<file path="config.mk">
export PLATFORM = sky130hd
export DESIGN_NAME = pgpio_top
export DESIGN_NICKNAME = d
export VERILOG_FILES = /design/src/hdl/pgpio_pkg.sv /design/src/hdl/pgpio_port.sv /design/src/hdl/pgpio_top.sv
export VERILOG_INCLUDE_DIRS = /design/src /design/src/hdl
export SDC_FILE = /design/constraint.sdc
export NUM_CORES = 1
export LEC_CHECK = 0
export BUFFER_PORTS_ARGS = -buffer_cell sky130_fd_sc_hd__clkbuf_2
export CELL_PAD_IN_SITES_DETAIL_PLACEMENT = 1
export CELL_PAD_IN_SITES_GLOBAL_PLACEMENT = 2
export CORE_UTILIZATION = 31
export CTS_CLUSTER_SIZE = 14
export DETAILED_ROUTE_END_ITERATION = 8
export PLACE_DENSITY = 0.91
export SETUP_SLACK_MARGIN = 0.15
export SLEW_MARGIN = 0
export SYNTH_ARGS = -nofsm -noshare
export SYNTH_HDL_FRONTEND = slang
export SYNTH_SLANG_ARGS = --single-unit
</file>
<file path="constraint.sdc">
create_clock -name pclk -period 2.15 [get_ports pclk]
set_clock_uncertainty 0.1 [all_clocks]
set_input_delay 0.1075 -clock pclk [delete_from_list [all_inputs] [get_ports pclk]]
set_output_delay 0.1075 -clock pclk [all_outputs]
set_load 0.1 [all_outputs]
</file>
<file path="src/hdl/pgpio_regs.svh">
// register indexes, reset values and field layout of the parallel port block
`ifndef PGPIO_REGS_SVH
`define PGPIO_REGS_SVH

// ----------------------------------------------------------------------------
// register indexes (byte address is four times the index)
// ----------------------------------------------------------------------------
`define PGPIO_IDX_PORT_ONE_DIRECTION 10'h0C0
`define PGPIO_IDX_PORT_TWO_DIRECTION 10'h0C1
`define PGPIO_IDX_PORT_ONE_DATA 10'h0C2
`define PGPIO_IDX_PORT_TWO_DATA 10'h0C3
`define PGPIO_IDX_PORT_THREE_DIRECTION 10'h0C4
`define PGPIO_IDX_PORT_THREE_DATA 10'h0C6
`define PGPIO_IDX_PORT_FIVE_DIRECTION 10'h0C8
`define PGPIO_IDX_PORT_FIVE_DATA 10'h0CA
`define PGPIO_IDX_PIN_LEVEL 10'h0D0

// ----------------------------------------------------------------------------
// widths, reset values and read values
// ----------------------------------------------------------------------------
`define PGPIO_FULL_WIDTH 8
`define PGPIO_NARROW_WIDTH 4
`define PGPIO_DIR_RESET 8'h00
`define PGPIO_DATA_RESET 8'h00
`define PGPIO_WO_READ 8'hFF
`define PGPIO_NARROW_RSVD 4'hF
`define PGPIO_NARROW_PAD 4'h0

`endif

</file>
<file path="src/hdl/pgpio_pkg.sv">
// types shared by the parallel port block
package pgpio_pkg;

	// ------------------------------------------------------------------------
	// pin drive carried out of the block
	// ------------------------------------------------------------------------
	typedef struct packed {
		logic [7:0] enable;
		logic [7:0] level;
	} pgpio_drive_t;

	// ------------------------------------------------------------------------
	// apb answer of the slave
	// ------------------------------------------------------------------------
	typedef struct packed {
		logic ready;
		logic slverr;
		logic [31:0] rdata;
	} pgpio_apb_rsp_t;

endpackage : pgpio_pkg

</file>
<file path="src/hdl/pgpio_port.sv">
// one port: direction and data registers with their write strobes
`timescale 1ns/1ps

module pgpio_port #(
	parameter int WIDTH = 8
) (
	// clock and reset
	input wire logic pclk,
	input wire logic presetn,
	// write strobes and data
	input wire logic wr_dir,
	input wire logic wr_data,
	input wire logic [WIDTH-1:0] wdata,
	// register state
	output logic [WIDTH-1:0] dir_reg,
	output logic [WIDTH-1:0] data_reg
);

	logic [WIDTH-1:0] dir_next;
	logic [WIDTH-1:0] data_next;

	// ------------------------------------------------------------------------
	// next values
	// ------------------------------------------------------------------------
	always_comb begin
		dir_next = dir_reg;
		data_next = data_reg;
		if (wr_dir) begin
			dir_next = wdata;
		end
		if (wr_data) begin
			data_next = wdata;
		end
	end

	// ------------------------------------------------------------------------
	// registers; all pins come up as inputs
	// ------------------------------------------------------------------------
	always_ff @(posedge pclk or negedge presetn) begin
		if (!presetn) begin
			dir_reg <= '0;
			data_reg <= '0;
		end else begin
			dir_reg <= dir_next;
			data_reg <= data_next;
		end
	end

endmodule // pgpio_port

</file>
<file path="src/hdl/pgpio_top.sv">
// apb register slave and pin drive for the four parallel ports
//
// The APB slave port was left to the implementer.
`timescale 1ns/1ps

`include "pgpio_regs.svh"

// Overview of operation
// - Direction bit 0 makes a pin an input; 1 drives it from the data bit.
// - Direction bits are write-only, reading no stored value; they reset to 0.
// - Data bits are read/write by software and hold each pin's data value.
// - All eight bits of each full-width data register reset to 0.
module pgpio_top (
	// clock and reset
	input wire logic pclk,
	input wire logic presetn,
	// apb slave
	input wire logic psel,
	input wire logic penable,
	input wire logic pwrite,
	input wire logic [11:0] paddr,
	input wire logic [31:0] pwdata,
	input wire logic [3:0] pstrb,
	output logic [31:0] prdata,
	output logic pready,
	output logic pslverr,
	// pin levels seen from outside
	input wire logic [7:0] port_one_pins_level,
	input wire logic [7:0] port_two_pins_level,
	input wire logic [7:0] port_three_pins_level,
	input wire logic [3:0] port_five_pins_level,
	// pin drive
	output pgpio_pkg::pgpio_drive_t port_one_pins_drive,
	output pgpio_pkg::pgpio_drive_t port_two_pins_drive,
	output pgpio_pkg::pgpio_drive_t port_three_pins_drive,
	output pgpio_pkg::pgpio_drive_t port_five_pins_drive
);

	import pgpio_pkg::*;

	// ------------------------------------------------------------------------
	// bus decode
	// ------------------------------------------------------------------------
	logic [9:0] word_idx;
	logic setup_phase;
	logic write_commit;
	logic lane0_write;
	logic hit;

	assign word_idx = paddr[11:2];
	assign setup_phase = psel && !penable;
	// writes land only on the completing access edge
	assign write_commit = psel && penable && pready && pwrite;
	assign lane0_write = write_commit && pstrb[0];

	always_comb begin
		unique case (word_idx)
			`PGPIO_IDX_PORT_ONE_DIRECTION,
			`PGPIO_IDX_PORT_TWO_DIRECTION,
			`PGPIO_IDX_PORT_ONE_DATA,
			`PGPIO_IDX_PORT_TWO_DATA,
			`PGPIO_IDX_PORT_THREE_DIRECTION,
			`PGPIO_IDX_PORT_THREE_DATA,
			`PGPIO_IDX_PORT_FIVE_DIRECTION,
			`PGPIO_IDX_PORT_FIVE_DATA,
			`PGPIO_IDX_PIN_LEVEL: begin
				hit = 1'b1;
			end
			default: begin
				hit = 1'b0;
			end
		endcase
	end

	// ------------------------------------------------------------------------
	// write strobes
	// ------------------------------------------------------------------------
	logic wr_one_dir;
	logic wr_one_data;
	logic wr_two_dir;
	logic wr_two_data;
	logic wr_three_dir;
	logic wr_three_data;
	logic wr_five_dir;
	logic wr_five_data;

	assign wr_one_dir = lane0_write && (word_idx == `PGPIO_IDX_PORT_ONE_DIRECTION);
	assign wr_one_data = lane0_write && (word_idx == `PGPIO_IDX_PORT_ONE_DATA);
	assign wr_two_dir = lane0_write && (word_idx == `PGPIO_IDX_PORT_TWO_DIRECTION);
	assign wr_two_data = lane0_write && (word_idx == `PGPIO_IDX_PORT_TWO_DATA);
	assign wr_three_dir = lane0_write && (word_idx == `PGPIO_IDX_PORT_THREE_DIRECTION);
	assign wr_three_data = lane0_write && (word_idx == `PGPIO_IDX_PORT_THREE_DATA);
	assign wr_five_dir = lane0_write && (word_idx == `PGPIO_IDX_PORT_FIVE_DIRECTION);
	assign wr_five_data = lane0_write && (word_idx == `PGPIO_IDX_PORT_FIVE_DATA);

	// ------------------------------------------------------------------------
	// port registers
	// ------------------------------------------------------------------------
	logic [7:0] one_dir_reg;
	logic [7:0] one_data_reg;
	logic [7:0] two_dir_reg;
	logic [7:0] two_data_reg;
	logic [7:0] three_dir_reg;
	logic [7:0] three_data_reg;
	logic [3:0] five_dir_reg;
	logic [3:0] five_data_reg;

	pgpio_port #(.WIDTH(`PGPIO_FULL_WIDTH)) u_port_one (
		.pclk(pclk),
		.presetn(presetn),
		.wr_dir(wr_one_dir),
		.wr_data(wr_one_data),
		.wdata(pwdata[7:0]),
		.dir_reg(one_dir_reg),
		.data_reg(one_data_reg)
	);

	pgpio_port #(.WIDTH(`PGPIO_FULL_WIDTH)) u_port_two (
		.pclk(pclk),
		.presetn(presetn),
		.wr_dir(wr_two_dir),
		.wr_data(wr_two_data),
		.wdata(pwdata[7:0]),
		.dir_reg(two_dir_reg),
		.data_reg(two_data_reg)
	);

	pgpio_port #(.WIDTH(`PGPIO_FULL_WIDTH)) u_port_three (
		.pclk(pclk),
		.presetn(presetn),
		.wr_dir(wr_three_dir),
		.wr_data(wr_three_data),
		.wdata(pwdata[7:0]),
		.dir_reg(three_dir_reg),
		.data_reg(three_data_reg)
	);

	// narrow port keeps no storage for its upper bits, so writes there vanish
	pgpio_port #(.WIDTH(`PGPIO_NARROW_WIDTH)) u_port_five (
		.pclk(pclk),
		.presetn(presetn),
		.wr_dir(wr_five_dir),
		.wr_data(wr_five_data),
		.wdata(pwdata[3:0]),
		.dir_reg(five_dir_reg),
		.data_reg(five_data_reg)
	);

	// ------------------------------------------------------------------------
	// pin drive: enable follows direction, level follows data
	// ------------------------------------------------------------------------
	always_comb begin
		port_one_pins_drive = '{enable: one_dir_reg, level: one_data_reg};
		port_two_pins_drive = '{enable: two_dir_reg, level: two_data_reg};
		port_three_pins_drive = '{enable: three_dir_reg, level: three_data_reg};
		port_five_pins_drive = '{
			enable: {`PGPIO_NARROW_PAD, five_dir_reg},
			level: {`PGPIO_NARROW_PAD, five_data_reg}
		};
	end

	// ------------------------------------------------------------------------
	// pin level sampling; inputs are already synchronous to pclk
	// ------------------------------------------------------------------------
	logic [27:0] pin_level_reg;
	logic [27:0] pin_level_next;

	always_comb begin
		pin_level_next = {port_five_pins_level, port_three_pins_level,
			port_two_pins_level, port_one_pins_level};
	end

	always_ff @(posedge pclk or negedge presetn) begin
		if (!presetn) begin
			pin_level_reg <= '0;
		end else begin
			pin_level_reg <= pin_level_next;
		end
	end

	// ------------------------------------------------------------------------
	// read data, picked in the setup phase so it stands for the access phase
	// ------------------------------------------------------------------------
	logic [31:0] read_word;

	always_comb begin
		read_word = 32'h0000_0000;
		unique case (word_idx)
			// direction is write-only: software never sees it back
			`PGPIO_IDX_PORT_ONE_DIRECTION,
			`PGPIO_IDX_PORT_TWO_DIRECTION,
			`PGPIO_IDX_PORT_THREE_DIRECTION,
			`PGPIO_IDX_PORT_FIVE_DIRECTION: begin
				read_word[7:0] = `PGPIO_WO_READ;
			end
			`PGPIO_IDX_PORT_ONE_DATA: begin
				read_word[7:0] = one_data_reg;
			end
			`PGPIO_IDX_PORT_TWO_DATA: begin
				read_word[7:0] = two_data_reg;
			end
			`PGPIO_IDX_PORT_THREE_DATA: begin
				read_word[7:0] = three_data_reg;
			end
			`PGPIO_IDX_PORT_FIVE_DATA: begin
				read_word[7:0] = {`PGPIO_NARROW_RSVD, five_data_reg};
			end
			`PGPIO_IDX_PIN_LEVEL: begin
				read_word[27:0] = pin_level_reg;
			end
			default: begin
				read_word = 32'h0000_0000;
			end
		endcase
	end

	// ------------------------------------------------------------------------
	// apb answer: zero wait states, error on unmapped words
	// ------------------------------------------------------------------------
	pgpio_apb_rsp_t rsp_reg;
	pgpio_apb_rsp_t rsp_next;

	always_comb begin
		rsp_next.ready = setup_phase;
		rsp_next.slverr = setup_phase && !hit;
		rsp_next.rdata = rsp_reg.rdata;
		if (setup_phase && !pwrite && hit) begin
			rsp_next.rdata = read_word;
		end else if (setup_phase) begin
			rsp_next.rdata = 32'h0000_0000;
		end
	end

	always_ff @(posedge pclk or negedge presetn) begin
		if (!presetn) begin
			rsp_reg <= '0;
		end else begin
			rsp_reg <= rsp_next;
		end
	end

	assign prdata = rsp_reg.rdata;
	assign pready = rsp_reg.ready;
	assign pslverr = rsp_reg.slverr;

endmodule // pgpio_top

</file>
==> results by group <==
Run status
  – Status: finished clean

Timing
  – Setup TNS Final: 0 ps
  – Peak clock frequency supported by timing: 0.5576 GHz
  – Setup-failing EPs final: 0
  – Count of endpoints failing hold in the final timing report: 0
  – Slew at the pin with the worst max-slew slack: 637.5 ps
  – Post-route fraction of the period consumed by the critical path: 83.42%
  – Pins Over Slew Limit: 0
  – Relative max-transition margin: 57.21%
  – Hold Worst Slack: 18.38 ps
  – Final worst path period need: 1793 ps
  – RSZ-0062 raised after global routing: false

Final layout
  – Share of layout cells above drive strength 1: 48.18%
  – Final Instance Count excl. Fillers: 705
  – Core occupancy in the finished layout: 45.45%
  – Highest-count cells in the layout ignoring fill and taps: clkbuf_2 (136), dfrtp_1 (113), mux2_2 (37), dlygate4sd3_1 (37), a22o_1 (20)
  – Most common cell after layout, fill and taps aside: clkbuf_2
  – Total number of nets in the final design: 589
  – Count of antenna diodes in the layout: 0
  – Area added between synthesis and finish: 43.64%

Clock tree
  – Clk sink count: 114
  – Post-CTS setup buffers: 0
  – CTS H-tree lvls: 4
  – Buffer levels on the longest clock path: 2
  – Clock latency reported for the late side of the worst-skew pair: 410 ps
  – TritonCTS Buffers: 17
  – CTS tree: done
  – Gates resized, CTS repair: 0
  – Library cell used as clock root buffer: clkbuf_16
  – Clock Pin Slew Worst Setup and Hold Paths: 50 ps

Min path
  – Kind of path behind the tightest hold check: input pin to register
  – Cell depth of the worst hold path: 3

Synthesis
  – Most used flip-flop cell after synthesis: dfrtp_1
  – Flip-flop and latch count after synthesis: 114
  – Number of enable flip-flop cells after synthesis: 0
  – Post-synthesis cell area: 0.004582 sq mm
  – Average cell area after synthesis: 14.36 sq um
  – Syn Inst Count: 319
  – Proportion of synthesized chip area in sequential cells: 62.26%
  – Yosys synthesis warning count: 0
  – Async set-or-reset flop fraction in the synthesized netlist: 100.0%
  – Count of cell types in the netlist: 45

Global routing
  – Global-route wire length before repair: 20,220 microns
  – Gr usage total: 18.17%
  – Largest net degree at the start of global routing: 48
  – Via count of the first global-routing pass: 3,740
  – Antenna violations before repair: 0
  – Global route overflow: 0

Worst setup path
  – Worst endpoint data arrival time: 1980 ps
  – Depth of the most critical reg-to-reg path: 5
  – Largest incremental delay on the critical path: 410 ps
  – Path type of the worst setup path: register to register
  – Crit path launch type: register
  – Series of cell instances along the critical path: nand2_4 -> nor4_4 -> and4b_1 -> buf_4 -> mux2_4
  – Crit path required time: 2340 ps
  – Cell at the slowest stage of the critical path: dfrtp_4
  – Buffering stage count on the worst path with inverters included: 1
  – Endpoint kind of the worst setup timing path: register
  – Highest fanout seen on the critical path: 6
  – Top delay family on crit path: simple AND/OR/NAND/NOR gates
  – Crit. path cell count: 5

Drt
  – Per-cell routed wire length: 18.25 microns
  – Initial DRT Pass Iterations: 4
  – Max Used Layer: met4
  – Via count: 3,437
  – Routed length on met3: 567 microns
  – Number of design-rule violations left by the first detailed-router iteration: 96
  – Antenna-violating nets left: 0
  – Total met2 wirelength after detailed routing: 6479 microns
  – Post-Route WL: 12,870 microns
  – Residual DRC: 0
  – M1 wire length: 5496 microns
  – Via/cell ratio: 4.875

Power
  – IR Drop Worst-Case VDD: 0.0004632 V
  – Static leakage power: 3.368 nW
  – Pwr per Cell Area: 846.6 mW/mm^2
  – Overall power: 5.571 mW

Die
  – Initial core utilization: 31.65%
  – Die area: 0.01527 sq mm
  – Die height: 123.6 microns
  – Boundary pin count: 179
  – Row count: 44
  – Width of the die: 123.6 microns
  – CORE AREA: 0.01448 sq mm

Place
  – Final RePlAce weighted congestion: 0.8044
  – DPL Wire Length: 9247 microns
  – Count of buffers from port buffering: 137
  – Number of placed cells counting well taps: 636

Flow run
  – Max Cap Viol: 0
-- report_power, final --
group          switching, mW  internal (mW)  leakage, nW
Clock                  0.944           2.09        0.315
Combinational          0.243          0.109         1.53
Sequential            0.0104           2.18         1.52
Total                   1.20           4.37         3.37
-- worst register-to-register path, delay by kind of cell (launching register included) --
kind	cells	cell delay [ps]
AND/OR/NAND/NOR	3	650
multiplexers	1	320
buffers and inverters	1	200
flip-flops	1	410
-- kinds of logic after synthesis --
| family | share of synthesized area, % |
|---|---|
| AO/OA/AOI/OAI | 9.012 |
| adder cells (fa/ha/maj) | 0.2185 |
| buffers and inverters | 4.369 |
| flip-flops | 62.26 |
| multiplexers | 16.17 |
| other | 0.08184 |
| AND/OR/NAND/NOR | 7.892 |
-- metrics by stage --
step	cell area, sq um	setup slack, ps
2_1_floorplan	4686	88.23
3_3_place_gp	5563	131.9
3_5_place_dp	5563	90.61
4_1_cts	6581	210.3
5_1_grt	6581	283.5
6_report	6581	356.6
-- worst paths after layout --
check / from / end / slack [ps]
hold / removal: paddr[6] / prdata[6] / 20
max in group asynchronous: presetn / u_port_three.dir_reg[4] / 1280
min in group asynchronous: presetn / pin_level_reg[10] / 40
hold reg to reg: pin_level_reg[22] / prdata[22] / 370
setup reg to reg: pready / u_port_three.data_reg[3] / 360
setup / recovery: pready / u_port_three.data_reg[3] / 360
-- Yosys cell counts, drive strengths merged, types with 2 or more instances --
cell type,n,area (sq um)
a21oi,3,15.01
a22o,20,175.2
a22oi,3,22.52
a311oi,3,26.28
a32oi,12,105.1
and2,5,32.53
and3,3,18.77
and4b,4,41.29
buf,25,170.2
clkbuf,7,26.28
dfrtp,114,2853
mux2,56,660.6
mux2i,8,80.08
nand2,12,45.04
nand3,3,20.02
nor2,9,33.78
nor2b,3,18.77
nor3,2,10.01
nor4,6,52.55
o21ai,3,15.01
o2bb2ai,3,26.28
or2,2,12.52
-- layout make-up --
| type | count | area, sq um |
|---|---|---|
| inverter | 1 | 3.754 |
| clock inverter | 9 | 150.1 |
| multi-input combinational | 183 | 1619 |
| timing repair buffer | 191 | 1224 |
| clock buffer | 23 | 498.0 |
| tap | 184 | 230.2 |
| sequential | 114 | 2856 |
| fill | 1497 | 7898 |
-- metal layers --
layer / global-route usage [%] / up-vias
li1: - / 1537
met1: 22.97 / 1772
met2: 29.33 / 102
met3: 5.357 / 26
met4: 6.928 / 0
met5: 0 / -
-- timing repair --
item / CTS / global route
hold endpoints to repair: 190 / 0
hold buffers: 37 / 0
endpoints found under the setup margin: 0 / 1
(Power assumes the default switching activity.)
